**src/sca_pkg.sv**
```systemverilog
// Shared constants and types of the clocked serial block with auto
// transfer. Assumes a word-addressed APB slave: byte address = 4 * index.
package sca_pkg;

  // ----------------------------------------------------------------
  // Register indices (byte address is four times the index)
  // ----------------------------------------------------------------
  localparam logic [15:0] IDX_MODE = 16'hFF78;
  localparam logic [15:0] IDX_AUTO = 16'hFF79;
  localparam logic [15:0] IDX_SHIFT = 16'hFF7A;
  localparam logic [15:0] IDX_IVL = 16'hFF7B;
  localparam logic [15:0] IDX_PTR = 16'hFF7C;
  localparam logic [15:0] IDX_BUF = 16'hFF80;

  // ----------------------------------------------------------------
  // Field positions, write masks and reset values
  // ----------------------------------------------------------------
  localparam int MODE_EN_B = 7;
  localparam int MODE_DIR_B = 6;
  localparam int MODE_AUTO_B = 5;
  localparam int MODE_IDLE_B = 4;
  localparam int AUTO_RE_B = 7;
  localparam int AUTO_RPT_B = 6;
  localparam int AUTO_TRF_B = 3;
  localparam int IVL_EN_B = 7;
  localparam logic [7:0] MODE_WMASK = 8'hF3;
  localparam logic [7:0] AUTO_WMASK = 8'hC0;
  localparam logic [7:0] IVL_WMASK = 8'h9F;
  localparam logic [7:0] RST_MODE = 8'h00;
  localparam logic [7:0] RST_AUTO = 8'h00;
  localparam logic [7:0] RST_IVL = 8'h00;
  localparam logic [7:0] RST_SHIFT = 8'h00;
  localparam logic [3:0] RST_PTR = 4'h0;

  // ----------------------------------------------------------------
  // Serial clock selection, half periods (in clk cycles), gap multiplier and last bit index
  // ----------------------------------------------------------------
  localparam logic [1:0] CKS_EXT = 2'h0;
  localparam logic [1:0] CKS_DIV4 = 2'h1;
  localparam logic [1:0] CKS_DIV8 = 2'h2;
  localparam logic [3:0] HALF_DIV4 = 4'h2;
  localparam logic [3:0] HALF_DIV8 = 4'h4;
  localparam logic [3:0] HALF_DIV16 = 4'h8;
  localparam logic [3:0] HALF_EXT = 4'h2;
  localparam logic [5:0] GAP_MULT_N0 = 6'h02;
  localparam logic [2:0] FRAME_LAST = 3'h7;

  // ----------------------------------------------------------------
  // Automatic transfer sequencer states, Gray along the loop except the LOAD to SHIFT step
  // ----------------------------------------------------------------
  typedef enum logic [1:0] {
    ST_IDLE = 2'b00,
    ST_SHIFT = 2'b01,
    ST_GAP = 2'b11,
    ST_LOAD = 2'b10
  } sca_state_t;

endpackage

```
**src/sca_shift_if.sv**
```systemverilog
// Carrier between the control top and the shift engine.
// Assumes one clock domain; the edge strobes are one clk cycle long.
`timescale 1ns/10ps
interface sca_shift_if;
  logic enable;
  logic load;
  logic [7:0] load_data;
  logic lsb_first;
  logic rx_en;
  logic si;
  logic fall;
  logic rise;
  logic busy;
  logic done;
  logic so;
  logic [7:0] data;

  modport ctrl (
    output enable, load, load_data, lsb_first, rx_en, si, fall, rise,
    input busy, done, so, data
  );
  modport shifter (
    input enable, load, load_data, lsb_first, rx_en, si, fall, rise,
    output busy, done, so, data
  );
endinterface

```
**src/sca_shifter.sv**
```systemverilog
// Eight-bit serial shift engine with frame bit counter.
// Assumes fall/rise strobes from the control top, clock idling high.
`timescale 1ns/10ps
module sca_shifter (
  // Clock and reset
  input wire logic clk,
  input wire logic resetn,
  // Control side
  sca_shift_if.shifter sif
);

  logic [7:0] sr_q;
  logic [2:0] cnt_q;
  logic busy_q;
  logic done_q;
  logic so_q;
  logic rx_bit;
  logic [7:0] sr_shift;
  logic out_bit;

  // ----------------------------------------------------------------
  // Shift selection
  // ----------------------------------------------------------------
  // Receive bit is gated, so transmit-only work shifts in zeros
  assign rx_bit = sif.rx_en & sif.si;
  assign sr_shift = sif.lsb_first ? {rx_bit, sr_q[7:1]}
                                  : {sr_q[6:0], rx_bit};
  assign out_bit = sif.lsb_first ? sr_q[0] : sr_q[7];

  assign sif.busy = busy_q;
  assign sif.done = done_q;
  assign sif.so = so_q;
  assign sif.data = sr_q;

  // ----------------------------------------------------------------
  // Shift register and frame counter
  // ----------------------------------------------------------------
  // Load starts a frame only when enabled; disable clears the count
  always_ff @(posedge clk or negedge resetn) begin
    if (!resetn) begin
      sr_q <= sca_pkg::RST_SHIFT;
      cnt_q <= 3'h0;
      busy_q <= 1'b0;
      done_q <= 1'b0;
      so_q <= 1'b0;
    end else begin
      done_q <= 1'b0;
      if (sif.load && !busy_q) begin
        sr_q <= sif.load_data;
        cnt_q <= 3'h0;
        busy_q <= sif.enable;
      end else if (!sif.enable) begin
        cnt_q <= 3'h0;
        busy_q <= 1'b0;
      end else if (busy_q && sif.fall) begin
        so_q <= out_bit;
      end else if (busy_q && sif.rise) begin
        sr_q <= sr_shift;
        cnt_q <= cnt_q + 3'h1;
        if (cnt_q == sca_pkg::FRAME_LAST) begin
          busy_q <= 1'b0;
          done_q <= 1'b1;
        end
      end
    end
  end

endmodule

```
**src/sca_top.sv**
```systemverilog
// Clocked three-wire serial interface with automatic block transfer,
// reached over APB. Assumes pin inputs synchronous to clk; pad logic
// outside combines the output-enable (active low) with port function.
//
// How it works
// - Eight-bit shift register converts parallel/serial, one bit per clock.
// - With interface enabled, writing the shift register starts a transfer.
// - Shift register data goes out serially; serial input shifts in.
// - Shift register clears to 00 on reset.
// - Byte pointer holds count minus one, decrements per byte.
// - Bit counter counts serial clocks to detect end of frame.
// - Interface disabled: no shifting, counter cleared, data pins released.
// - Bit-order bit: 0 sends MSB first, 1 sends LSB first.
// - Idle control drives clock pin high only while disabled.
// - Clock select: 00 external, else clk divided by 4, 8, 16.
// - Auto mode with receive disabled releases the data-in pin.
// - Receive-enable bit gates reception of the auto function.
// - Repeat bit: 0 one-shot, 1 repeat.
// - Busy status sets on shift write in auto mode, clears at end or suspend.
// - Mode, auto control and interval registers reset to 00.
// - Interval n gives 2 or n+1 serial periods plus half.
// - Auto function moves up to sixteen bytes unaided.
`timescale 1ns/10ps
module sca_top #(
  parameter int DEPTH = 16
) (
  // Clock and reset
  input wire logic clk,
  input wire logic resetn,
  // APB slave
  input wire logic psel,
  input wire logic penable,
  input wire logic pwrite,
  input wire logic [31:0] paddr,
  input wire logic [31:0] pwdata,
  output logic [31:0] prdata,
  output logic pready,
  output logic pslverr,
  // Serial clock pin
  input wire logic sck_in,
  output logic sck_out,
  output logic sck_oe_n,
  // Serial data pins
  output logic so_out,
  output logic so_oe_n,
  input wire logic si_in,
  output logic si_in_use
);

  // ----------------------------------------------------------------
  // Elaboration check
  // ----------------------------------------------------------------
  if (DEPTH < 2 || DEPTH > 16) begin : g_bad_depth
    $error("DEPTH must lie between 2 and 16");
  end

  sca_shift_if sif ();

  logic [7:0] mode_q;
  logic re_q, rpt_q, trf_q;
  logic [7:0] ivl_q;
  logic [3:0] ptr_q, reload_q;
  logic [7:0] buf_q [DEPTH];
  sca_pkg::sca_state_t st_q, st_d;
  logic [3:0] div_q;
  logic sck_q, ext_q;
  logic [10:0] gap_q;
  logic [31:0] prdata_q;
  logic pready_q, pslverr_q;
  logic sck_out_q, sck_oe_n_q, so_out_q, so_oe_n_q, si_use_q;

  // ----------------------------------------------------------------
  // Bus decode
  // ----------------------------------------------------------------
  // True when an index falls in the transfer buffer window
  function automatic logic is_buf(input logic [15:0] idx);
    is_buf = (idx >= sca_pkg::IDX_BUF) &&
             (idx < sca_pkg::IDX_BUF + 16'(DEPTH));
  endfunction

  logic [15:0] idx;
  logic aligned, hit_mode, hit_auto, hit_shift, hit_ivl, hit_ptr, hit_buf;
  logic mapped, setup, wr_acc;
  logic wr_mode, wr_auto, wr_shift, wr_ivl, wr_ptr, wr_buf;
  logic [3:0] buf_sel;
  assign idx = paddr[17:2];
  assign aligned = (paddr[1:0] == 2'h0) && (paddr[31:18] == 14'h0);
  assign hit_mode = aligned && idx == sca_pkg::IDX_MODE;
  assign hit_auto = aligned && idx == sca_pkg::IDX_AUTO;
  assign hit_shift = aligned && idx == sca_pkg::IDX_SHIFT;
  assign hit_ivl = aligned && idx == sca_pkg::IDX_IVL;
  assign hit_ptr = aligned && idx == sca_pkg::IDX_PTR;
  assign hit_buf = aligned && is_buf(idx);
  assign buf_sel = 4'(idx - sca_pkg::IDX_BUF);
  assign mapped = hit_mode | hit_auto | hit_shift | hit_ivl | hit_ptr |
                  hit_buf;
  assign setup = psel & ~penable;
  assign wr_acc = psel & penable & pready_q & pwrite & mapped;
  assign wr_mode = wr_acc & hit_mode;
  assign wr_auto = wr_acc & hit_auto;
  assign wr_shift = wr_acc & hit_shift;
  assign wr_ivl = wr_acc & hit_ivl;
  assign wr_ptr = wr_acc & hit_ptr;
  assign wr_buf = wr_acc & hit_buf;

  // ----------------------------------------------------------------
  // Mode fields
  // ----------------------------------------------------------------
  logic en, lsb, auto_md, idle_hi, int_clk;
  logic [1:0] cks;
  logic [3:0] half;
  assign en = mode_q[sca_pkg::MODE_EN_B];
  assign lsb = mode_q[sca_pkg::MODE_DIR_B];
  assign auto_md = mode_q[sca_pkg::MODE_AUTO_B];
  assign idle_hi = mode_q[sca_pkg::MODE_IDLE_B];
  assign cks = mode_q[1:0];
  assign int_clk = cks != sca_pkg::CKS_EXT;
  assign half = !int_clk ? sca_pkg::HALF_EXT :
                cks == sca_pkg::CKS_DIV4 ? sca_pkg::HALF_DIV4 :
                cks == sca_pkg::CKS_DIV8 ? sca_pkg::HALF_DIV8 :
                sca_pkg::HALF_DIV16;

  // ----------------------------------------------------------------
  // Read mux
  // ----------------------------------------------------------------
  logic [7:0] rd_byte;
  assign rd_byte = hit_mode ? mode_q :
    hit_auto ? {re_q, rpt_q, 2'h0, trf_q, 3'h0} :
    hit_shift ? sif.data :
    hit_ivl ? ivl_q :
    hit_ptr ? {4'h0, ptr_q} :
    hit_buf ? buf_q[buf_sel] : 8'h00;

  // ----------------------------------------------------------------
  // APB answer: ready in the access cycle, error for unmapped
  // ----------------------------------------------------------------
  always_ff @(posedge clk or negedge resetn) begin
    if (!resetn) begin
      prdata_q <= 32'h0000_0000;
      pready_q <= 1'b0;
      pslverr_q <= 1'b0;
    end else begin
      pready_q <= setup;
      pslverr_q <= setup & ~mapped;
      if (setup) prdata_q <= {24'h00_0000, rd_byte};
    end
  end

  // ----------------------------------------------------------------
  // Serial clock generation and edge strobes
  // ----------------------------------------------------------------
  // Divider runs only during a frame so the clock idles high
  logic tick, fall, rise;
  assign tick = div_q == half - 4'h1;
  assign fall = int_clk ? (tick & sck_q) : (ext_q & ~sck_in);
  assign rise = int_clk ? (tick & ~sck_q) : (~ext_q & sck_in);
  always_ff @(posedge clk or negedge resetn) begin
    if (!resetn) begin
      div_q <= 4'h0;
      sck_q <= 1'b1;
      ext_q <= 1'b1;
    end else begin
      ext_q <= sck_in;
      if (!sif.busy || !int_clk) begin
        div_q <= 4'h0;
        sck_q <= 1'b1;
      end else if (tick) begin
        div_q <= 4'h0;
        sck_q <= ~sck_q;
      end else begin
        div_q <= div_q + 4'h1;
      end
    end
  end

  // ----------------------------------------------------------------
  // Automatic transfer sequencer
  // ----------------------------------------------------------------
  logic idle, auto_start, go, last, rx_ok;
  logic [5:0] mult;
  logic [10:0] gap_len;
  assign idle = st_q == sca_pkg::ST_IDLE;
  assign auto_start = wr_shift & en & auto_md & idle & ~sif.busy;
  assign go = auto_start | (st_q == sca_pkg::ST_LOAD);
  assign last = ptr_q == 4'h0;
  assign rx_ok = ~auto_md | re_q;
  assign mult = !ivl_q[sca_pkg::IVL_EN_B] ? 6'h00 :
                ivl_q[4:0] == 5'h00 ? sca_pkg::GAP_MULT_N0 :
                6'(ivl_q[4:0]) + 6'h01;
  assign gap_len = 11'({mult, 1'b1}) * 11'(half);

  // Next state; leaving enable suspends the block
  always_comb begin
    st_d = st_q;
    case (st_q)
      sca_pkg::ST_IDLE: if (auto_start) st_d = sca_pkg::ST_SHIFT;
      sca_pkg::ST_SHIFT:
        if (sif.done) begin
          st_d = (last && !rpt_q) ? sca_pkg::ST_IDLE
                                  : sca_pkg::ST_GAP;
        end
      sca_pkg::ST_GAP: if (gap_q >= gap_len) st_d = sca_pkg::ST_LOAD;
      sca_pkg::ST_LOAD: st_d = sca_pkg::ST_SHIFT;
      default: st_d = sca_pkg::ST_IDLE;
    endcase
    if (!en) st_d = sca_pkg::ST_IDLE;
  end

  always_ff @(posedge clk or negedge resetn) begin
    if (!resetn) begin
      st_q <= sca_pkg::ST_IDLE;
      gap_q <= 11'h000;
    end else begin
      st_q <= st_d;
      gap_q <= (st_q == sca_pkg::ST_GAP) ? gap_q + 11'h001 : 11'h000;
    end
  end

  // ----------------------------------------------------------------
  // Shift engine hookup
  // ----------------------------------------------------------------
  assign sif.enable = en;
  assign sif.load = (wr_shift & ~auto_md) | go;
  assign sif.load_data = auto_md ? buf_q[ptr_q] : pwdata[7:0];
  assign sif.lsb_first = lsb;
  assign sif.rx_en = rx_ok;
  assign sif.si = si_in;
  assign sif.fall = fall;
  assign sif.rise = rise;

  sca_shifter u_shifter (
    .clk(clk),
    .resetn(resetn),
    .sif(sif)
  );

  // ----------------------------------------------------------------
  // Control registers
  // ----------------------------------------------------------------
  logic byte_done, trf_clr;
  assign byte_done = (st_q == sca_pkg::ST_SHIFT) & sif.done;
  assign trf_clr = ~en | (byte_done & last & ~rpt_q);
  always_ff @(posedge clk or negedge resetn) begin
    if (!resetn) begin
      mode_q <= sca_pkg::RST_MODE;
      re_q <= sca_pkg::RST_AUTO[sca_pkg::AUTO_RE_B];
      rpt_q <= sca_pkg::RST_AUTO[sca_pkg::AUTO_RPT_B];
      trf_q <= sca_pkg::RST_AUTO[sca_pkg::AUTO_TRF_B];
      ivl_q <= sca_pkg::RST_IVL;
    end else begin
      if (wr_mode) mode_q <= pwdata[7:0] & sca_pkg::MODE_WMASK;
      if (wr_auto) begin
        re_q <= pwdata[sca_pkg::AUTO_RE_B];
        rpt_q <= pwdata[sca_pkg::AUTO_RPT_B];
      end
      if (wr_ivl) ivl_q <= pwdata[7:0] & sca_pkg::IVL_WMASK;
      // Set wins over a clear in the same cycle
      if (auto_start) trf_q <= 1'b1;
      else if (trf_clr) trf_q <= 1'b0;
    end
  end

  // ----------------------------------------------------------------
  // Byte pointer: counts down, reloads in repeat mode
  // ----------------------------------------------------------------
  always_ff @(posedge clk or negedge resetn) begin
    if (!resetn) begin
      ptr_q <= sca_pkg::RST_PTR;
      reload_q <= sca_pkg::RST_PTR;
    end else begin
      if (auto_start) reload_q <= ptr_q;
      if (byte_done) begin
        ptr_q <= !last ? ptr_q - 4'h1 : (rpt_q ? reload_q : ptr_q);
      end else if (wr_ptr) begin
        ptr_q <= pwdata[3:0];
      end
    end
  end

  // ----------------------------------------------------------------
  // Transfer buffer: received bytes replace sent ones
  // ----------------------------------------------------------------
  for (genvar i = 0; i < DEPTH; i++) begin : g_buf
    logic hw_wr;
    assign hw_wr = byte_done & rx_ok & (ptr_q == 4'(i));
    always_ff @(posedge clk or negedge resetn) begin
      if (!resetn) begin
        buf_q[i] <= 8'h00;
      end else if (hw_wr) begin
        buf_q[i] <= sif.data;
      end else if (wr_buf && buf_sel == 4'(i)) begin
        buf_q[i] <= pwdata[7:0];
      end
    end
  end

  // ----------------------------------------------------------------
  // Pin drivers, registered
  // ----------------------------------------------------------------
  always_ff @(posedge clk or negedge resetn) begin
    if (!resetn) begin
      sck_out_q <= 1'b1;
      sck_oe_n_q <= 1'b1;
      so_out_q <= 1'b0;
      so_oe_n_q <= 1'b1;
      si_use_q <= 1'b0;
    end else begin
      sck_out_q <= en ? sck_q : 1'b1;
      sck_oe_n_q <= en ? ~int_clk : ~idle_hi;
      so_out_q <= sif.so;
      so_oe_n_q <= ~en;
      si_use_q <= en & rx_ok;
    end
  end

  assign prdata = prdata_q;
  assign pready = pready_q;
  assign pslverr = pslverr_q;
  assign sck_out = sck_out_q;
  assign sck_oe_n = sck_oe_n_q;
  assign so_out = so_out_q;
  assign so_oe_n = so_oe_n_q;
  assign si_in_use = si_use_q;

endmodule

```
**config.mk**
```make
export PLATFORM = sky130hd
export DESIGN_NAME = sca_top
export DESIGN_NICKNAME = d
export VERILOG_FILES = /design/src/sca_pkg.sv /design/src/sca_shift_if.sv /design/src/sca_shifter.sv /design/src/sca_top.sv
export SDC_FILE = /design/constraint.sdc
export NUM_CORES = 1
export LEC_CHECK = 0
export ABC_CLOCK_PERIOD_IN_PS = 6040
export BUFFER_PORTS_ARGS = -buffer_cell sky130_fd_sc_hd__buf_2
export CORE_AREA = 10 10 179 198
export CTS_CLUSTER_SIZE = 20
export DETAILED_ROUTE_END_ITERATION = 10
export DIE_AREA = 0 0 189 208
export MAX_ROUTING_LAYER = met4
export PLACE_DENSITY_LB_ADDON = 0.1
export SETUP_SLACK_MARGIN = 0.15
export SYNTH_ARGS = -nofsm -noshare
export SYNTH_HDL_FRONTEND = slang
export SYNTH_SLANG_ARGS = --single-unit
```
**constraint.sdc**
```tcl
create_clock -name clk -period 6.04 [get_ports clk]
set_input_delay 1.812 -clock clk [delete_from_list [all_inputs] [get_ports clk]]
set_output_delay 1.812 -clock clk [all_outputs]
set_load 0.005 [all_outputs]
```
After elaboration in Yosys (flattened, before gate mapping)
Index checks and enable logic that the tools add are counted.
Word-level totals
  bits in registers: 199
  input bits: 71
Cells by class
  magnitude comparators: 5
  $mul: 1
  bitwise gates (word level): 66
  multiplexer cells: 91
  reductions and logical operators: 66
  $add $sub $neg: 7
  equal/unequal tests: 50
Operators with widths (count)
  $mux 8: 48
  $eq 16x16->1 const B: 5
  $bmux 8 s4: 2
  $eq 4x4->1 const B: 16
  $reduce_bool 2->1: 22
  $and 1x1->1: 43
  $mux 4: 9
  $eq 4x3->1 const B: 8
  $logic_and 1x1->1: 28
  $mux 1: 19
  $eq 4x2->1 const B: 4
  $ge 16x16->1 const B: 1
  $lt 16x16->1 const B: 1
  $logic_not 14->1: 1
  $mux 3: 4
  $mux 6: 2
  $not 1->1: 12
  $reduce_and 3->1: 4
  $sub 4x1->4 const B: 3
  $add 11x1->11 const B: 1
  $ge 11x11->1: 1
  $mul 7x4->11: 1
  $mux 11: 1
  $ge 5x5->1 const B: 2
  22 further kinds: 48

Longest topological paths before layout
Gate-level depths: netlist of the first run.
  word-level depth: 19
  mapped depth: 24
  mapped depth without buffers: 24

Modules after synthesis
A second synthesis of the first run with hierarchy kept.
Unflattened totals
  cell total of the unflattened synthesis: 1205
  area total of the unflattened synthesis: 13839.5 µm²
Modules (own cells, without submodules)
  sca_top: instances 1, cells an instance 1138, area an instance 13092.6 µm², sequential area each 4635.7 µm²
  sca_shifter: instances 1, cells an instance 67, area an instance 747.0 µm², sequential area each 350.3 µm²

Worst setup path before layout of the first run
OpenSTA, ideal clock, no wires.
  path type: register to register
  start: register ivl_q[2]
  end: register st_q[0]
  required time: 5974 ps
  arrival time: 4203 ps
  period minus slack after synthesis: 4269 ps
  path slack: 1771 ps
  stages on the path, launching flop included: 21
  cells stage by stage: dfrtp_1 -> inv_1 -> nor3_1 -> xor2_1 -> and2_1 -> nand2_1 -> fa_1 -> inv_1 -> ha_1 -> ha_1 -> nor2b_1 -> o21a_1 -> o21ai_0 -> nand2b_1 -> a21oi_1 -> xor2_1 -> ha_1 -> a2111o_1 -> a211o_1 -> o21ai_0 -> o31a_1
Between the ends
  longest elaborated chain between the ends: 7
  elaborated cells on any way between the ends: 8
Ends and longest elaborated chain
  start: declaration: RTL line sca_top.sv:61  | logic [7:0] ivl_q;
  start signal: assignment: RTL line sca_top.sv:249  | ivl_q <= sca_pkg::RST_IVL;
  start signal: assignment: RTL line sca_top.sv:256  | if (wr_ivl) ivl_q <= pwdata[7:0] & sca_pkg::IVL_WMASK;
  $add 5x1->6 / $logic_not 5->1 (equally long branches): RTL line sca_top.sv:189, sca_top.sv:188
  $mux 6 (*): RTL line sca_top.sv:188  | ivl_q[4:0] == 5'h00 ? sca_pkg::GAP_MULT_N0 :
  $mux 6 (*): RTL line sca_top.sv:187  | assign mult = !ivl_q[sca_pkg::IVL_EN_B] ? 6'h00 :
  $mul 7x4->11 (*): RTL line sca_top.sv:190  | assign gap_len = 11'({mult, 1'b1}) * 11'(half);
  $ge 11x11->1 (*): RTL line sca_top.sv:202  | sca_pkg::ST_GAP: if (gap_q >= gap_len) st_d = sca_pkg::ST_LOAD;
  $ne 3x3->1 (no line) (*)
  $reduce_and 3->1 (no line) (*)
  end signal: assignment: RTL line sca_top.sv:211  | st_q <= sca_pkg::ST_IDLE;
  end signal: assignment: RTL line sca_top.sv:214  | st_q <= st_d;
  end: declaration: RTL line sca_top.sv:64  | sca_pkg::sca_state_t st_q, st_d;
Every way passes the cells marked *; elsewhere a longest branch is shown, timed or not.
A chain may end at the register's enable or synchronous reset.

Worst setup path in the final report of the first run
Ends and elaborated chain as after synthesis.

==> impl_metrics.ini, run 1 <==
[clock_network]
clock_latency_ns = 0.45
root_buffer = clkbuf_16
cts_setup_buffers = 0
cts_num_sinks = 199
cts_tree = yes
cts_buffer_depth = 2
cts.clk_slew.worst_paths_ns = 0.08
h-tree-depth = 4
cts_hold_buf = 0
cts.repair.resized = 0
numCtsBuffers = 17

[global_routing]
gr-total-overflow = 0
grt_pass1_wl_um = 61200
antenna_found_initial = 1
grt_pass1_vias = 9570
grtUsageTotal = 0.207
grt_start_max_net_pins = 102

[synthesis]
netlist_area_sq_mm = 0.0130
yosysTopAreaCellShare = 0.373
synth-edff-count = 0
async_flop_share = 1.00
synth_area_leaders = dfrtp_1 (37%), mux2i_1 (13%), mux4_2 (9.7%)
avgSynthCellArea_sq_um = 10.2
ys_warn_count = 0
synthFlopType = dfrtp_1
ys_ff_latch = 199
synth_area_leader_cell = dfrtp_1
yosysMostFrequentCell = dfrtp_1
synth_cell_types = 69
synth_common_cells = dfrtp_1 (194), nor2_1 (190), mux2i_1 (173)
ys_seq_area_frac = 0.383
synthCells = 1276

[cells_and_area]
fillerInstances = 2979
fin_nets = 1381
stdcell_count = 1703
syn_to_final_growth_pct = 7.98
drive_above_1_share = 0.170
finish.utilization = 0.450

[setup_path]
start_kind = flop
critPathRequiredTime_ns = 6.43
cp_data_arrival_time_ns = 5.06
cp_max_fo = 5
end_kind = flop
crit_type = reg2reg

[routing]
drc = 0
antenna_left = 0
totalWireLength_um = 39700
wl_per_cell_um = 23.3
drt-pass1-iter-count = 6
via_per_inst = 5.73
drtIter0Drc = 898
num_vias = 9756

[place]
dp_slack_ns = 1.18
port_buffers = 61
hpwlAfterDp_um = 26300
gp_congestion = 0.883
dp.cells = 1670

[timing]
rsz0062_at_grt = false
fin_hold_ws_ns = 0.387
hold_viol_final = 0
max_clock_freq_mhz = 214
max_slew_margin = 0.220
setup_viol = 0
min_period_ns = 4.67
post-route-worst-setup-slack_ns = 1.37
post-route-period-util = 0.773
finalClockSkew_ns = 0.0204
tightest_slew_ns = 1.17
drv_slew = 0
setup_tns_ns = 0

[power]
ir_drop_mv = 0.162
switching_share = 0.258
pwr-share-comb = 0.055
seqPwrFrac = 0.502
p_clk_frac = 0.443
power.leakage_nw = 6.38
p_switching_mw = 0.697
cellInternalPower_mw = 2.01
p_per_area_mw_per_mm2 = 193

[floorplan]
die_w_um = 189
start_util = 0.416
ioPinCount = 110
die-area_sq_mm = 0.0393
fp-row-count = 68
design.core.area_sq_mm = 0.0312
fp.dieH_um = 208

[outcome]
status = finished, final reports clean

[flow_run]
drv_cap = 0

[hold_path]
hp-class = reg2reg
## layout by cell type, fill, tap and decap left out, types with 4 or more instances in the layout
| cell type | netlist | final |
|---|---|---|
| or3_1 | 4 | 4 |
| conb_1 | 1 | 25 |
| a21oi_1 | 150 | 150 |
| buf_2 | 17 | 59 |
| nor3_1 | 13 | 13 |
| a31oi_1 | 5 | 5 |
| a211oi_1 | 6 | 6 |
| dfrtp_1 | 194 | 193 |
| and2_1 | 13 | 13 |
| mux2i_1 | 173 | 173 |
| a22oi_1 | 9 | 9 |
| o21ai_0 | 25 | 25 |
| nand2b_1 | 10 | 10 |
| nand3b_1 | 4 | 4 |
| xor2_1 | 11 | 11 |
| o31ai_1 | 5 | 5 |
| a31o_2 | 8 | 8 |
| dfstp_2 | 5 | 5 |
| ha_1 | 35 | 35 |
| nand2_1 | 50 | 50 |
| nor2_1 | 190 | 190 |
| fa_1 | 6 | 6 |
| mux4_2 | 56 | 56 |
| nand3_4 | 8 | 8 |
| inv_1 | 26 | 26 |
| nand4_1 | 4 | 4 |
| o21a_1 | 5 | 5 |
| xnor2_1 | 6 | 6 |
| o22ai_1 | 16 | 16 |
| clkbuf_16 | 0 | 17 |
| nand3_1 | 16 | 16 |
| mux2_2 | 20 | 20 |
| or2_2 | 4 | 4 |
| nand4b_1 | 4 | 4 |
| buf_4 | 25 | 13 |
| a221oi_1 | 10 | 10 |
| nor2b_1 | 9 | 9 |
## through the flow
step | power (mW) | instance area (sq um)
floorplan | 1.46 | 13100
global placement | 1.53 | 13400
detailed placement | 1.53 | 13400
CTS | 2.73 | 14000
global route | 2.80 | 14000
finish | 2.70 | 14000
## final cells by class
| cell class | instances | area [sq um] | share of cell area |
|---|---|---|---|
| clock buffer | 20 | 437 | 0.0311 |
| antenna | 1 | 2.50 | 0.000178 |
| sequential | 199 | 4990 | 0.355 |
| tap | 420 | 526 | 0.0374 |
| clock inverter | 12 | 166 | 0.0119 |
| multi-input combinational | 951 | 7400 | 0.527 |
| timing repair buffer | 74 | 427 | 0.0304 |
| inverter | 26 | 97.6 | 0.00695 |
## final timing paths
kind,startpoint,endpoint,slack (ns),depth (start not counted)
max,ivl_q[2],st_q[0],1.37,20
min,u_shifter.sif.so,so_out,0.39,0
max reg2reg,ivl_q[2],st_q[0],1.37,20
min reg2reg,u_shifter.sif.so,so_out,0.39,0
max in group asynchronous,resetn,buf_q[101],3.50,2
min in group asynchronous,resetn,gap_q[10],1.41,1
## per-layer routing
layer / GRT usage / part of all wire / vias to the layer above
li1: - / - / 4574
met1: 0.273 / 0.44 / 4816
met2: 0.322 / 0.48 / 312
met3: 0.0294 / 0.057 / 54
met4: 0.0669 / 0.024 / 0
met5: - / 0 / -
## worst max-delay path, stage by stage, from the launching register on
cell and delay (ns):
dfrtp_1 0.43, inv_1 0.11, nor3_1 0.30, xor2_1 0.16, and2_1 0.17, nand2_1 0.08
fa_1 0.52, inv_1 0.05, ha_1 0.28, ha_1 0.33, nor2b_1 0.14, o21a_1 0.18
o21ai_0 0.15, nand2b_1 0.07, a21oi_1 0.16, xor2_1 0.19, ha_1 0.27, a2111o_1 0.43
a211o_1 0.29, o21ai_0 0.16, o31a_1 0.15
## power by group through the flow
stage / registers, mW / clock network, mW / logic (mW)
final: 1.36 / 1.20 / 0.149
after global routing: 1.36 / 1.28 / 0.163
after CTS: 1.36 / 1.23 / 0.150
after detailed placement: 1.38 / 0 / 0.150
after global placement: 1.38 / 0 / 0.149
after floorplan: 1.37 / 0 / 0.0935
## logic make-up (layout without fill, tap and decap cells)
| kind of cell | Yosys count | count (layout) | share of synthesized area |
|---|---|---|---|
| simple gates | 359 | 359 | 0.142 |
| compound gates | 260 | 260 | 0.118 |
| mux | 249 | 249 | 0.247 |
| flops | 199 | 199 | 0.383 |
| buf+inv | 150 | 132 | 0.0546 |
| fa+ha+maj | 41 | 41 | 0.0429 |
| xor+xnor | 17 | 17 | 0.0114 |
| other cells | 1 | 26 | 0.000288 |
## flip-flops by register name, indices dropped and copies added (netlist names), 2 cells and up
name	count
ivl_q	6
div_q	4
buf_q	128
u_shifter.cnt_q	3
reload_q	4
prdata	8
st_q	2
gap_q	11
u_shifter.sif.data	8
mode_q	6
ptr_q	4
Power figures use the tool's default switching activity.
==> run 2, diff against run 1 <==
--- a/config.mk
+++ b/config.mk
@@ -5,12 +5,13 @@
 export SDC_FILE = /design/constraint.sdc
 export NUM_CORES = 1
 export LEC_CHECK = 0
-export ABC_CLOCK_PERIOD_IN_PS = 6040
+export ABC_AREA = 1
+export ABC_CLOCK_PERIOD_IN_PS = 4100
 export BUFFER_PORTS_ARGS = -buffer_cell sky130_fd_sc_hd__buf_2
-export CORE_AREA = 10 10 179 198
+export CORE_AREA = 10 10 181 200
 export CTS_CLUSTER_SIZE = 20
 export DETAILED_ROUTE_END_ITERATION = 10
-export DIE_AREA = 0 0 189 208
+export DIE_AREA = 0 0 191 210
 export MAX_ROUTING_LAYER = met4
 export PLACE_DENSITY_LB_ADDON = 0.1
 export SETUP_SLACK_MARGIN = 0.15
==> constraint.sdc (replaced) <==
create_clock -name clk -period 4.1 [get_ports clk]
set_input_delay 1.23 -clock clk [delete_from_list [all_inputs] [get_ports clk]]
set_output_delay 1.23 -clock clk [all_outputs]
set_load 0.005 [all_outputs]
==> run 2 against run 1 <==
  * The flow now finishes with violations (negative setup slack)
  * Combinational power grew 89%
  * Fmax increased by 13%
  * Register-to-register slack worse by 1.4 ns
  * Synthesized cell count is 52% higher
  * Worst hold slack better by 0.0010 ns
  * Largest power group unchanged
  * Sequential share of layout area fell by 2.0 points
  * Clock-buffer cell count rose by 3
  * Sequential power is 46% higher
  * Routed wire length up 25%
  * First-iteration DRC count increased by 45%
  * Total power is 46% higher
  * Cell area rose by 6.0%
==> impl_metrics.ini, run 2 <==
[routing]
antenna_left = 0
drtIter0Drc = 1300
totalWireLength_um = 49800
via_per_inst = 5.56
drt-pass1-iter-count = 5
num_vias = 13500
wl_per_cell_um = 20.5
drc = 0

[setup_path]
crit_type = reg2reg
cp_max_fo = 4
critPathLaunch = ivl_q[1]
start_kind = flop
crit_family = adder cells
r2r_start = ivl_q[1]
end_kind = flop
max_stage_delay_ns = 0.56
cp_data_arrival_time_ns = 4.45
critPathRequiredTime_ns = 4.43
crit_top_cell = inv_2
crit_buf_inv = 5
slowest_stage = fa_1

[synthesis]
synth_common_cells = nand2_1 (529), o21ai_0 (289), dfrtp_1 (194)
netlist_area_sq_mm = 0.0133
async_flop_share = 1.00
ys_ff_latch = 199
ys_warn_count = 0
yosysTopAreaCellShare = 0.366
ys_seq_area_frac = 0.376
synth_cell_types = 43
yosysMostFrequentCell = nand2_1
synth-edff-count = 0
synthCells = 1940
synth_area_leaders = dfrtp_1 (37%), nand2_1 (15%), o21ai_0 (11%)
synthFlopType = dfrtp_1
avgSynthCellArea_sq_um = 6.84
synth_area_leader_cell = dfrtp_1

[timing]
finalClockSkew_ns = 0.0149
post-route-period-util = 1.01
min_period_ns = 4.12
max_clock_freq_mhz = 243
rsz0062_at_grt = true
tightest_slew_ns = 1.04
post-route-worst-setup-slack_ns = -0.0219
hold_viol_final = 0
max_slew_margin = 0.304
drv_slew = 0
setup_viol = 1

[clock_network]
cts_buffer_depth = 2
cts_num_sinks = 199
numCtsBuffers = 17
cts_tree = yes
h-tree-depth = 4
clock_latency_ns = 0.46
cts.clk_slew.worst_paths_ns = 0.08
root_buffer = clkbuf_16
cts_hold_buf = 0

[outcome]
violations = negative setup slack
status = finished with violations

[cells_and_area]
fin_nets = 2097
fillerInstances = 3268
final_common_cell = nand2_1
stdcell_count = 2424
diodes = 0
top_register = buf_q
reg_top3 = buf_q x128, gap_q x11
largest_reg_flops = 128
stdcell_area_sq_mm = 0.0149
final_cell_mix = nand2_1 (526), o21ai_0 (285), dfrtp_1 (193)
drive_above_1_share = 0.119
syn_to_final_growth_pct = 12.1

[global_routing]
grtUsageTotal = 0.252
gr-total-overflow = 0
grt_pass1_wl_um = 75900
grt_pass1_vias = 12600
antenna_found_initial = 0
grt_start_max_net_pins = 76

[floorplan]
die-area_sq_mm = 0.0401
fp-row-count = 69
start_util = 0.415
die_w_um = 191
fp.dieH_um = 210
ioPinCount = 110
design.core.area_sq_mm = 0.0320

[power]
power.leakage_nw = 7.06
p_per_area_mw_per_mm2 = 265
ir_drop_mv = 0.282

[place]
hpwlAfterDp_um = 34600
gp_congestion = 0.997
dp.cells = 2388
place_area_sq_mm = 0.0141
port_buffers = 61

[flow_run]
drv_cap = 0

[hold_path]
hp-class = reg2reg
hold_start = u_shifter.sif.so
[run 2: power by group]
group          switching, mW  internal, mW
clock network          0.820         0.862
registers            0.00947          1.97
logic                  0.206        0.0754
total                   1.04          2.91
[run 2: metrics by stage]
stage	utilization	power (mW)	hold slack (ns)	setup TNS [ns]	setup WS, ns
2_1_floorplan	-	2.16	0.354	0	0.176
6_report	0.465	3.95	0.388	-0.0219	-0.0219
3_3_place_gp	0.442	2.29	0.369	-0.443	-0.225
5_1_grt	0.465	4.07	0.403	-0.646	-0.327
4_1_cts	0.463	3.96	0.393	-0.0260	-0.0260
3_5_place_dp	0.442	2.30	0.375	-0.618	-0.315
[run 2: layer usage]
metal / share of wire / track usage
met1: 0.43 / 0.334
met2: 0.45 / 0.384
met4: 0.031 / 0.0853
met3: 0.081 / 0.0429
met5: 0 / -
[run 2: layout make-up]
type	count	area, sq um	area share
well taps	426	533	0.0358
flip-flops and latches	199	4990	0.335
clock inverters	9	68.8	0.00462
multi-input cells	1456	7270	0.488
repair buffers	128	846	0.0568
clock buffers	23	498	0.0334
inverters	183	687	0.0461
[run 2: final timing paths]
path                              end  slack, ns  depth (start not counted)
setup / recovery              st_q[1]      -0.02                         27
hold / removal                 so_out       0.39                          0
setup reg to reg              st_q[1]      -0.02                         27
hold reg to reg                so_out       0.39                          0
max in group asynchronous  buf_q[115]       2.50                          2
min in group asynchronous   buf_q[48]       0.76                          1
[run 2: timing repair]
| item | CTS | global route |
|---|---|---|
| pin swaps | 21 | 32 |
| setup endpoints to repair | 2 | 2 |
| gates resized for setup | 23 | 18 |
| buffers inserted | 3 | 1 |
[run 2: kinds of logic after synthesis]
| family | after synthesis | synth area share |
|---|---|---|
| flops | 199 | 0.376 |
| fa+ha+maj | 41 | 0.0420 |
| buf+inv | 309 | 0.0973 |
| xor+xnor | 12 | 0.00792 |
| simple gates | 870 | 0.275 |
| compound gates | 508 | 0.202 |
| other cells | 1 | 0.000282 |
